==> config.mk <==
export PLATFORM = sky130hd
export DESIGN_NAME = safe_io_led_status_indicator
export DESIGN_NICKNAME = d
export VERILOG_FILES = /design/src/led_status_pkg.sv /design/src/blink_divider.sv /design/src/channel_indicator.sv /design/src/safe_io_led_status_indicator.sv
export SDC_FILE = /design/constraint.sdc
export NUM_CORES = 1
export LEC_CHECK = 0
export BUFFER_PORTS_ARGS = -buffer_cell sky130_fd_sc_hd__clkbuf_2
export CORE_MARGIN = 2
export CORE_UTILIZATION = 55
export DETAILED_ROUTE_END_ITERATION = 8
export PLACE_DENSITY = 0.83
export SLEW_MARGIN = 20
export SYNTH_ARGS = -nofsm -noshare
export SYNTH_HDL_FRONTEND = slang
export SYNTH_SLANG_ARGS = --single-unit
==> constraint.sdc <==
create_clock -name mclk_in -period 4.46 [get_ports mclk_in]
set_input_delay 0.669 -clock mclk_in [delete_from_list [all_inputs] [get_ports mclk_in]]
set_output_delay 0.669 -clock mclk_in [all_outputs]
set_load 0.01 [all_outputs]
==> src/led_status_pkg.sv <==
// Constants and encodings for the safe I/O status indicator block
// Contract
// - With the module supply absent the module-state indicator is dark; the code instead shows a pending critical error in red.
// - A pending repairable external error flashes the module-state indicator red and green at 1 Hz.
// - Stop state or supply outside 16.8 V to 30 V flashes the module-state indicator green at 1 Hz.
// - Run state with supply inside 16.8 V to 30 V lights the module-state indicator steady green.
// - A critical error here flashes the module-state indicator red at 2 Hz and stops the application.
// - A critical error elsewhere lights the module-state indicator steady red and stops the application.
// - Any critical error forces every safe output off.
// - An input indicator is dark while its input is at 0 V with no error pending.
// - Safety-mat channels with both inputs actuated keep their input indicators dark.
// - An input indicator glows green while its input is at 24 V with no error pending.
// - Input at 0 V with a dual-channel error pending blinks green 1 Hz in phase with the red blink.
// - Input at 24 V with an error pending blinks green 1 Hz in antiphase with the red blink.
// - An output with a test error blinks green 1 Hz in phase with the red blink.
// - An output indicator is dark while its output is off with no test error.
package led_status_pkg;
  localparam int unsigned CLK_HZ = 25_000_000;
  localparam int unsigned BLINK_FAST_HZ = 2;
  // Half period of the 2 Hz blink; 1 Hz phase toggles every second one
  localparam int unsigned HALF_FAST_CYCLES = CLK_HZ / (2 * BLINK_FAST_HZ);
  localparam int unsigned INPUT_CHANNELS = 8;
  localparam int unsigned OUTPUT_CHANNELS = 4;

  typedef enum logic [6:0] {
    MOD_DARK = 7'h01,
    MOD_CRIT_HERE = 7'h02,
    MOD_CRIT_OTHER = 7'h04,
    MOD_EXT_ERROR = 7'h08,
    MOD_STOP = 7'h10,
    MOD_RUN = 7'h20,
    MOD_SUPPLY_LOW = 7'h40
  } mod_state_t;
endpackage : led_status_pkg

==> src/blink_divider.sv <==
// Shared blink-phase divider producing aligned 1 Hz and 2 Hz phases
`timescale 1ns/1ps
`default_nettype none
module blink_divider #(
  parameter int unsigned HALF_CYCLES = led_status_pkg::HALF_FAST_CYCLES
) (
  // Clock and reset
  input wire logic mclk_in,
  input wire logic reset_in,
  // Phases
  output logic phase_fast_out,
  output logic phase_slow_out
);
  localparam int unsigned CW = $clog2(HALF_CYCLES + 1);
  logic [CW-1:0] count;
  logic tick;

  assign tick = (count == CW'(HALF_CYCLES - 1));

  always_ff @(posedge mclk_in or posedge reset_in) begin
    if (reset_in) begin
      count <= '0;
    end else if (tick) begin
      count <= '0;
    end else begin
      count <= count + CW'(1);
    end
  end

  // Slow phase flips on every second fast edge, so the two never drift
  always_ff @(posedge mclk_in or posedge reset_in) begin
    if (reset_in) begin
      phase_fast_out <= 1'b0;
      phase_slow_out <= 1'b0;
    end else if (tick) begin
      phase_fast_out <= ~phase_fast_out;
      if (phase_fast_out) begin
        phase_slow_out <= ~phase_slow_out;
      end
    end
  end
endmodule : blink_divider
`default_nettype wire

==> src/channel_indicator.sv <==
// Per-channel indicator pattern selection for inputs and outputs
`timescale 1ns/1ps
`default_nettype none
module channel_indicator #(
  parameter int unsigned CHANNELS = led_status_pkg::INPUT_CHANNELS,
  parameter bit IS_OUTPUT = 1'b0
) (
  // Channel state
  input wire logic [CHANNELS-1:0] level_in,
  input wire logic [CHANNELS-1:0] error_in,
  input wire logic [CHANNELS-1:0] dual_error_in,
  input wire logic [CHANNELS-1:0] mat_actuated_in,
  // Shared 1 Hz phase, high when the red module-state blink is lit
  input wire logic phase_slow_in,
  // Next indicator value
  output logic [CHANNELS-1:0] next_led_out
);
  genvar ch;
  generate
    for (ch = 0; ch < CHANNELS; ch++) begin : g_ch
      if (IS_OUTPUT) begin : g_out
        // Test error blinks with the red phase, else follows output
        assign next_led_out[ch] = error_in[ch] ? phase_slow_in : level_in[ch];
      end else begin : g_in
        // Mat actuation overrides level; errors blink in or out of phase
        assign next_led_out[ch] =
            mat_actuated_in[ch] ? 1'b0 :
            (level_in[ch] && error_in[ch]) ? ~phase_slow_in :
            (!level_in[ch] && dual_error_in[ch]) ? phase_slow_in :
            level_in[ch];
      end
    end
  endgenerate
endmodule : channel_indicator
`default_nettype wire

==> src/safe_io_led_status_indicator.sv <==
// Status indicator logic for a safe input/output expansion module
`timescale 1ns/1ps
`default_nettype none
module safe_io_led_status_indicator #(
  parameter int unsigned HALF_CYCLES = led_status_pkg::HALF_FAST_CYCLES,
  parameter int unsigned IN_CH = led_status_pkg::INPUT_CHANNELS,
  parameter int unsigned OUT_CH = led_status_pkg::OUTPUT_CHANNELS
) (
  // Clock and reset
  input wire logic mclk_in,
  input wire logic reset_in,
  // Module conditions
  input wire logic supply_absent_in,
  input wire logic supply_window_fail_in,
  input wire logic run_in,
  input wire logic critical_here_in,
  input wire logic critical_other_in,
  // Input channels
  input wire logic [IN_CH-1:0] safe_input_channels_in,
  input wire logic [IN_CH-1:0] input_error_in,
  input wire logic [IN_CH-1:0] input_dual_error_in,
  input wire logic [IN_CH-1:0] safety_mat_actuated_in,
  // Output channels
  input wire logic [OUT_CH-1:0] output_request_in,
  input wire logic [OUT_CH-1:0] output_test_error_in,
  // Module-state indicator
  output logic mod_red_out,
  output logic mod_green_out,
  // Channel indicators
  output logic [IN_CH-1:0] input_led_out,
  output logic [OUT_CH-1:0] output_led_out,
  // Safe outputs and application stop
  output logic [OUT_CH-1:0] safe_output_channels_out,
  output logic app_stop_out
);
  logic phase_fast;
  logic phase_slow;
  logic critical;
  logic ext_error;
  led_status_pkg::mod_state_t mod_state;
  led_status_pkg::mod_state_t next_mod_state;
  logic next_red;
  logic next_green;
  logic [IN_CH-1:0] next_input_led;
  logic [OUT_CH-1:0] next_output_led;

  blink_divider #(
    .HALF_CYCLES(HALF_CYCLES)
  ) u_divider (
    .mclk_in(mclk_in),
    .reset_in(reset_in),
    .phase_fast_out(phase_fast),
    .phase_slow_out(phase_slow)
  );

  assign critical = critical_here_in | critical_other_in;
  assign ext_error = (|input_error_in) | (|input_dual_error_in) | (|output_test_error_in);

  // Priority of module-state conditions
  always_comb begin
    if (critical_here_in) begin
      next_mod_state = led_status_pkg::MOD_CRIT_HERE;
    end else if (critical_other_in) begin
      next_mod_state = led_status_pkg::MOD_CRIT_OTHER;
    end else if (supply_absent_in) begin
      next_mod_state = led_status_pkg::MOD_DARK;
    end else if (supply_window_fail_in) begin
      next_mod_state = led_status_pkg::MOD_SUPPLY_LOW;
    end else if (ext_error) begin
      next_mod_state = led_status_pkg::MOD_EXT_ERROR;
    end else if (!run_in) begin
      next_mod_state = led_status_pkg::MOD_STOP;
    end else begin
      next_mod_state = led_status_pkg::MOD_RUN;
    end
  end

  always_ff @(posedge mclk_in or posedge reset_in) begin
    if (reset_in) begin
      mod_state <= led_status_pkg::MOD_DARK;
    end else begin
      mod_state <= next_mod_state;
    end
  end

  // Pattern decode; colours registered so the pins are glitch free
  always_comb begin
    case (mod_state)
      led_status_pkg::MOD_CRIT_HERE: begin
        next_red = phase_fast;
        next_green = 1'b0;
      end
      led_status_pkg::MOD_CRIT_OTHER: begin
        next_red = 1'b1;
        next_green = 1'b0;
      end
      led_status_pkg::MOD_EXT_ERROR: begin
        next_red = phase_slow;
        next_green = ~phase_slow;
      end
      led_status_pkg::MOD_STOP, led_status_pkg::MOD_SUPPLY_LOW: begin
        next_red = 1'b0;
        next_green = phase_slow;
      end
      led_status_pkg::MOD_RUN: begin
        next_red = 1'b0;
        next_green = 1'b1;
      end
      default: begin
        next_red = 1'b0;
        next_green = 1'b0;
      end
    endcase
  end

  always_ff @(posedge mclk_in or posedge reset_in) begin
    if (reset_in) begin
      mod_red_out <= 1'b0;
      mod_green_out <= 1'b0;
    end else begin
      mod_red_out <= next_red;
      mod_green_out <= next_green;
    end
  end

  channel_indicator #(
    .CHANNELS(IN_CH),
    .IS_OUTPUT(1'b0)
  ) u_inputs (
    .level_in(safe_input_channels_in),
    .error_in(input_error_in),
    .dual_error_in(input_dual_error_in),
    .mat_actuated_in(safety_mat_actuated_in),
    .phase_slow_in(phase_slow),
    .next_led_out(next_input_led)
  );

  // Output indicator follows the actual, forced output state
  channel_indicator #(
    .CHANNELS(OUT_CH),
    .IS_OUTPUT(1'b1)
  ) u_outputs (
    .level_in(output_request_in & {OUT_CH{~critical}}),
    .error_in(output_test_error_in),
    .dual_error_in({OUT_CH{1'b0}}),
    .mat_actuated_in({OUT_CH{1'b0}}),
    .phase_slow_in(phase_slow),
    .next_led_out(next_output_led)
  );

  always_ff @(posedge mclk_in or posedge reset_in) begin
    if (reset_in) begin
      input_led_out <= '0;
      output_led_out <= '0;
    end else begin
      input_led_out <= next_input_led;
      output_led_out <= next_output_led;
    end
  end

  // Critical error wins over any output request; outputs start off
  always_ff @(posedge mclk_in or posedge reset_in) begin
    if (reset_in) begin
      safe_output_channels_out <= '0;
      app_stop_out <= 1'b1;
    end else begin
      safe_output_channels_out <= critical ? '0 : output_request_in;
      app_stop_out <= critical | ~run_in;
    end
  end

  // Every input channel is checked, not only the first one
  genvar gi;
  generate
    for (gi = 0; gi < IN_CH; gi++) begin : g_in_chk

    end
  endgenerate

  genvar go;
  generate
    for (go = 0; go < OUT_CH; go++) begin : g_out_chk

    end
  endgenerate
endmodule : safe_io_led_status_indicator
`default_nettype wire

Word level (Yosys, flattened, before mapping)
Index checks and enable logic that the tools add are counted.
{ "word_totals": {"out_inout_bits": 19, "ff_bits": 51, "wordCells": 94} }
{ "op_classes": {"n_reduce_logical": 29, "bitwise": 9, "n_addsub": 1, "mux": 38, "n_eq_ne": 7} }
{ "ops": {"columns": ["cell", "n"], "rows": [
  ["1-bit 2-to-1 mux", 28],
  ["7-bit 2-to-1 mux", 4],
  ["23-bit by 1-bit adder with 23-bit output (second input constant)", 1],
  ["23-bit == test (second input constant)", 1],
  ["23-bit 2-to-1 mux", 1],
  ["1-bit logical AND", 16],
  ["8-bit OR reduction", 2],
  ["6-bit 2-to-1 mux", 2],
  ["1-bit zero test", 8],
  ["7-bit by 2-bit == test with 1-bit output (second input constant)", 1],
  ["7-bit by 3-bit == test with 1-bit output (second input constant)", 1],
  ["7-bit by 4-bit == test with 1-bit output (second input constant)", 1],
  ["7-bit by 5-bit == test with 1-bit output (second input constant)", 1],
  ["7-bit by 6-bit == test with 1-bit output (second input constant)", 1],
  ["7-bit == test (second input constant)", 1],
  ["1-bit case mux with 3 select lines", 2],
  ["4-bit bitwise AND", 1],
  ["4-bit 2-to-1 mux", 1],
  ["1-bit NOT", 4],
  ["1-bit bitwise OR", 4],
  ["4-bit OR reduction", 1],
  ["2-bit AND reduction", 1],
  ["2-bit OR reduction", 1]
]} }

Longest topological paths before layout
Gate-level depths: netlist of run 1.
{ "logic_depth": {"ltp_word": 8, "mapped_depth": 6, "ltp_nobuf": 5} }

Cells and area by module
A second synthesis of run 1 with hierarchy kept.
{ "unflattened": {"cells_unflattened": 224, "area_unflattened_um2": 2484.9} }
{ "by_module_without_submodules": {"columns": ["module", "instances", "area_each_um2", "cells_each"], "rows": [
  ["blink_divider", 1, 1330.0, 132],
  ["safe_io_led_status_indicator", 1, 884.6, 62],
  ["channel_indicator at u_inputs", 1, 210.2, 26],
  ["channel_indicator at u_outputs", 1, 60.1, 4]
]} }

Least setup slack after synthesis of run 1
Ideal clock, no wire load.
{ "synth_timing": {"kind": "register to register", "start": "register u_divider.count[0]", "end": "register u_divider.count[20]", "path_stages_with_launch": 6, "arrival_time_ps": 1867, "slack_ps": 2515, "path_cell_list": "dfrtp_1 ha_1 inv_1 or4_4 or4_1 a21oi_1"} }
{ "synth_between": {"elab_chain_cells": 2} }
{ "synth_lines": {"columns": ["element", "line_no", "rtl"], "rows": [
  ["start: declaration", "blink_divider.sv:15", "logic [CW-1:0] count;"],
  ["start signal: assignment", "blink_divider.sv:26", "count <= count + CW'(1);"],
  ["23-bit by 1-bit adder with 23-bit output or 23-bit == test (tied branches)", "blink_divider.sv:26, blink_divider.sv:18", null],
  ["23-bit 2-to-1 mux (*)", "blink_divider.sv:23", "end else if (tick) begin"]
]} }
Mark *: on every way between the ends. The rest lies on a longest branch, timed or not.
A chain may end at the register's enable or synchronous reset.

Final worst setup path of run 1
{ "layout_timing": {"start": "register u_divider.count[6]", "end": "register u_divider.count[18]"} }
The elaborated chain is that of the path after synthesis.

==> impl_metrics.py, run 1 <==
metrics = {
    "run_status": {
        "outcome": "finished clean",
    },
    "cells_and_area": {
        "layout_commonest_cell": "clkbuf_2",
        "finalInstanceArea_um2": 2820,
        "diodes": 0,
        "fin_util_pct": 69.6,
        "final_cell_mix": "65 x clkbuf_2, 49 x dfrtp_1, 34 x nor2_1, 24 x nand2_1, 15 x nor4_1",
        "drive_above_1_share_pct": 28.0,
        "nets": 347,
        "area_growth_syn_to_layout_pct": 20.8,
        "fillers": 303,
    },
    "place": {
        "dp_hpwl_um": 3860,
        "place_area_um2": 2710,
        "port_buffers": 65,
        "gp_congestion": 0.862,
    },
    "cts": {
        "holdBufCountCts": 0,
        "post_cts.repair.setup_buffers": 0,
        "cts-root-buf": "clkbuf_8",
        "htreeDepth": 2,
        "cts_buffers": 5,
        "cts_buffer_depth": 2,
        "cts_resized": 0,
        "clk-insertion-delay-late_ns": 0.30,
        "clk_pin_slew_worst_paths_ns": 0.09,
        "cts_sinks": 51,
        "cts_tree": "done",
    },
    "synthesis": {
        "ys_ff_latch": 51,
        "yosys_warnings": 0,
        "syn_area_um2": 2340,
        "seq_area_frac_synth_pct": 54.7,
        "syn_area_per_cell_um2": 10.1,
        "syn-num-nets": 279,
        "synth-main-ff-cell": "dfrtp_1",
        "async_flop_share_pct": 100,
        "netlist_instances": 231,
        "synth.distinct_cells": 36,
        "synth_edf_count": 0,
    },
    "floorplan": {
        "placementRows": 23,
        "die_w_um": 69.2,
        "io_pins": 66,
        "core_um2": 4060,
        "die_area_um2": 4790,
        "initial_core_util_pct": 57.6,
        "dieHeight_um": 69.2,
    },
    "setup_path": {
        "reg2reg_depth": 4,
        "arrival_ns": 2.59,
        "max_stage_delay_ns": 0.67,
        "cp-end-kind": "register",
        "crit_type": "register to register",
        "cp-start-kind": "register",
        "crit_path_top_delay_cell": "nor2_1",
        "crit_top_cell": "or4_1",
        "cp_cell_sequence": "or4_1 -> or4_1 -> nor2_1 -> nor3_1",
        "required_ns": 4.60,
        "critPathMaxFanout": 13,
    },
    "pwr": {
        "ir_drop_mv": 0.259,
        "p_comb_share_pct": 6.7,
        "switchingPower_mw": 0.190,
        "p_int_mw": 0.666,
        "p_seq_share_pct": 55.5,
        "cellPowerDensity_nw_per_um2": 303,
        "p_sw_share_pct": 22.2,
        "leakage_nw": 1.30,
        "p_clk_share_pct": 37.9,
    },
    "route": {
        "dr_total_vias": 1963,
        "dr.pass1.iters": 4,
        "dr.first_iter.drc_count": 147,
        "avgViaCountPerCell": 5.61,
        "wire_per_inst_um": 14.7,
        "route.detailed.drc": 0,
        "routed_wl_um": 5150,
        "antenna_left": 0,
    },
    "global_routing": {
        "track_usage_pct": 22.9,
        "grt_pass1_wl_um": 8820,
        "grt_pass1_vias": 2032,
        "grt_overflow": 0,
        "grt_max_degree": 52,
        "antenna_found_initial": 0,
    },
    "timing": {
        "slew_violations": 0,
        "setup_viol": 0,
        "rsz0062_at_grt": "false",
        "tightest_slew_ns": 0.853,
        "hold_viol": 0,
        "skew_ns": 0.0126,
        "fmax_mhz": 408,
        "period_share_pct": 54.9,
        "period_minus_slack_ns": 2.45,
        "fin_setup_tns_ns": 0,
        "maxSlewHeadroom_pct": 42.9,
    },
    "job": {
        "max-cap-violations": 0,
    },
    "worst_hold_path": {
        "min_path_type": "register to register",
        "hold-path-cell-count": 1,
    },
}
-- power groups by stage --
stage	Clock [mW]	Sequential [mW]	Combinational [mW]
final	0.324	0.475	0.0571
after detailed placement	0	0.484	0.0577
after global placement	0	0.483	0.0564
after floorplan	0	0.487	0.0174
after CTS	0.329	0.475	0.0582
after global routing	0.347	0.476	0.0644
-- metal layers --
layer	global-route usage, %	share of wire [%]
met1	27.8	40
met4	6.54	1.6
met3	6.54	7.4
met2	39.7	51
met5	0	0
-- worst max-delay path, delay by kind of cell, from the launching register on --
family	cells	cell delay, ns
flops	1	0.46
simple gates	4	1.81
-- synthesized netlist by cell type, types with 2 or more instances --
cell,number,area [µm²]
nor4_1,15,93.8
and2_1,5,31.3
nor3_1,5,25.0
and3_1,2,12.5
inv_1,6,22.5
clkbuf_1,3,11.3
nor2b_1,3,18.8
nor4bb_1,2,20.0
nand2_1,24,90.1
o21ai_0,3,15.0
xor2_1,8,70.1
dfstp_2,2,52.6
o31ai_1,3,22.5
dfrtp_1,49,1230
xnor2_1,10,87.6
nor2_1,34,128
nand3_1,11,55.1
a21oi_1,11,55.1
mux2i_1,3,30.0
or4_1,6,45.0
nand4_1,8,50.1
mux2_2,4,45.0
-- worst paths after layout --
path	start	to	slack, ns
hold reg to reg	mod_state[1]$_DFF_PP0_	mod_green_out$_DFF_PP0_	0.48
setup reg to reg	u_divider.count[6]$_DFF_PP0_	u_divider.count[18]$_DFF_PP0_	2.01
max in group asynchronous	reset_in	u_divider.count[19]$_DFF_PP0_	3.46
hold / removal	mod_state[1]$_DFF_PP0_	mod_green_out$_DFF_PP0_	0.48
setup / recovery	u_divider.count[6]$_DFF_PP0_	u_divider.count[18]$_DFF_PP0_	2.01
min in group asynchronous	reset_in	output_led_out[3]$_DFF_PP0_	0.49
-- stage by stage --
| stage | power (mW) | setup slack [ns] | cells | hold WS (ns) |
|---|---|---|---|---|
| finish | 0.856 | 2.01 | 350 | 0.484 |
| floorplan | 0.505 | 2.52 | 231 | 0.424 |
| global route | 0.888 | 1.88 | 350 | 0.485 |
| global placement | 0.540 | 2.10 | 342 | 0.443 |
| detailed placement | 0.542 | 2.08 | 342 | 0.454 |
| CTS | 0.862 | 2.01 | 350 | 0.478 |
-- area by class of cell --
| class | instances | area (µm²) | share of cell area [%] |
|---|---|---|---|
| clock buffers | 5 | 68.8 | 2.44 |
| flip-flops and latches | 51 | 1280 | 45.3 |
| inverters | 6 | 23.8 | 0.842 |
| well taps | 50 | 62.6 | 2.22 |
| repair buffers | 65 | 325 | 11.5 |
| clock inverters | 3 | 46.3 | 1.64 |
| multi-input cells | 170 | 1020 | 36.1 |
-- cells by family after synthesis --
| logic type | synth area share [%] |
|---|---|
| mux | 3.21 |
| flops | 54.7 |
| simple gates | 27.7 |
| fa+ha+maj | 0.535 |
| buf+inv | 1.77 |
| compound gates | 5.35 |
| xor+xnor | 6.74 |
-- registers in the layout (all words and copies together), names as in the netlist --
register / flops
u_divider.phase_slow_out: 1
u_divider.phase_fast_out: 1
u_divider.count: 23
mod_state: 7
mod_red_out: 1
app_stop_out: 1
input_led_out: 8
mod_green_out: 1
output_led_out: 4
safe_output_channels_out: 4
No activity file was read; power rests on OpenSTA's default activity.
==> inputs of run 2 (changes only) <==
CORE_UTILIZATION = 51   (was 55)
PLACE_DENSITY = 0.77   (was 0.83)
clock period = 2.5 ns   (was 4.46 ns; I/O delays follow)
==> impl_metrics.py, run 2 (synthesized netlist as in run 1, its figures left out) <==
metrics = {
    "route": {
        "avgViaCountPerCell": 5.48,
        "routed_wl_um": 4960,
        "dr.first_iter.drc_count": 173,
        "antenna_left": 0,
        "dr.pass1.iters": 4,
        "wire_per_inst_um": 13.9,
        "dr_total_vias": 1952,
        "route.detailed.drc": 0,
    },
    "timing": {
        "period_minus_slack_ns": 2.09,
        "skew_ns": 0.00252,
        "maxSlewHeadroom_pct": 52.6,
        "fin_setup_tns_ns": 0,
        "rsz0062_at_grt": "false",
        "period_share_pct": 83.6,
        "tightest_slew_ns": 0.711,
        "fmax_mhz": 479,
        "hold_viol": 0,
        "setup_viol": 0,
        "slew_violations": 0,
        "holdWs_ns": 0.204,
    },
    "run_status": {
        "outcome": "finished clean",
    },
    "floorplan": {
        "io_pins": 66,
        "placementRows": 24,
        "dieHeight_um": 71.7,
        "initial_core_util_pct": 53.3,
        "die_w_um": 71.7,
        "core_um2": 4380,
        "die_area_um2": 5140,
    },
    "global_routing": {
        "grt_overflow": 0,
        "grt_max_degree": 52,
        "grt_pass1_vias": 1942,
        "antenna_found_initial": 0,
        "track_usage_pct": 21.5,
        "grt_pass1_wl_um": 8710,
    },
    "cts": {
        "cts_tree": "done",
        "cts_buffer_depth": 2,
        "clk-insertion-delay-late_ns": 0.30,
        "holdBufCountCts": 0,
        "cts_sinks": 51,
        "cts_buffers": 5,
        "clk_pin_slew_worst_paths_ns": 0.09,
        "htreeDepth": 2,
        "cts_resized": 0,
        "cts-root-buf": "clkbuf_8",
        "post_cts.repair.setup_buffers": 0,
    },
    "place": {
        "dp_hpwl_um": 3750,
        "gp_congestion": 0.840,
        "port_buffers": 65,
        "place_area_um2": 2740,
        "dp.cells": 348,
    },
    "cells_and_area": {
        "drive_above_1_share_pct": 28.6,
        "area_growth_syn_to_layout_pct": 21.1,
        "finalInstanceArea_um2": 2830,
        "final_cell_mix": "65 x clkbuf_2, 49 x dfrtp_1, 34 x nor2_1, 24 x nand2_1, 15 x nor4_1",
        "fin_util_pct": 64.6,
        "layout_commonest_cell": "clkbuf_2",
        "largest_reg_flops": 23,
        "reg.largest.list": "u_divider.count x23, input_led_out x8, mod_state x7",
        "largest-register": "u_divider.count",
        "diodes": 0,
        "nets": 351,
        "instances_no_fill": 356,
    },
    "setup_path": {
        "cp-start-kind": "register",
        "arrival_ns": 2.32,
        "crit_type": "register to register",
        "critPathMaxFanout": 5,
        "required_ns": 2.73,
        "cp-end-kind": "register",
    },
    "pwr": {
        "cellPowerDensity_nw_per_um2": 507,
        "leakage_nw": 1.31,
        "ir_drop_mv": 0.368,
    },
    "worst_hold_path": {
        "min_path_type": "input port to register",
    },
    "job": {
        "max-cap-violations": 0,
    },
}
[run 2: changes by cell type in the layout (fill, tap and decap cells not counted)]
| cell | before | now |
|---|---|---|
| buf_4 | 0 | 4 |
| bufinv_16 | 1 | 0 |
| clkbuf_1 | 0 | 1 |
| clkbuf_8 | 5 | 6 |
| clkinvlp_4 | 1 | 0 |
| inv_2 | 0 | 1 |
| inv_6 | 1 | 0 |
[run 2: area by class of cell]
type,instances,area [µm²]
Timing Repair Buffer,69,355
Clock buffer,7,86.3
Sequential cell,51,1280
Multi-Input combinational cell,170,1020
Inverter,6,22.5
Fill cell,393,1550
Clock inverter,1,5.00
Tap cell,52,65.1
[run 2: final timing paths]
check	startpoint	end	slack, ns	cells past startpoint
setup / recovery	u_divider.count[0]$_DFF_PP0_	u_divider.count[20]$_DFF_PP0_	0.41	5
hold / removal	safety_mat_actuated_in[5]	input_led_out[5]$_DFF_PP0_	0.20	2
setup reg to reg	u_divider.count[0]$_DFF_PP0_	u_divider.count[20]$_DFF_PP0_	0.41	5
hold reg to reg	mod_state[1]$_DFF_PP0_	mod_green_out$_DFF_PP0_	0.48	1
max in group asynchronous	reset_in	u_divider.count[7]$_DFF_PP0_	1.86	3
min in group asynchronous	reset_in	safe_output_channels_out[1]$_DFF_PP0_	0.21	3
[run 2: metal layers]
layer  wire (µm)  track usage, %
met1        2150            27.0
met2        2510            37.0
met3         216            4.78
met4          82            6.50
met5           0               0
[run 2: stage by stage]
stage	power (mW)	worst slack, ns
2_1_floorplan	0.900	0.555
3_3_place_gp	0.964	0.497
3_5_place_dp	0.967	0.425
4_1_cts	1.45	0.389
5_1_grt	1.49	0.298
6_report	1.44	0.411
[run 2: power by group]
| group | internal [mW] | leakage, nW | switching (mW) | total, mW |
|---|---|---|---|---|
| logic | 0.0469 | 0.587 | 0.0554 | 0.102 |
| clock network | 0.224 | 0.0482 | 0.262 | 0.486 |
| registers | 0.841 | 0.674 | 0.00603 | 0.847 |
| total | 1.11 | 1.31 | 0.324 | 1.44 |
[run 2: critical path, cell delays in order (launching register included)]
cell and delay (ns):
dfrtp_1 0.41, ha_1 0.27, inv_1 0.11, or4_4 0.56, or4_1 0.52, a21oi_1 0.15
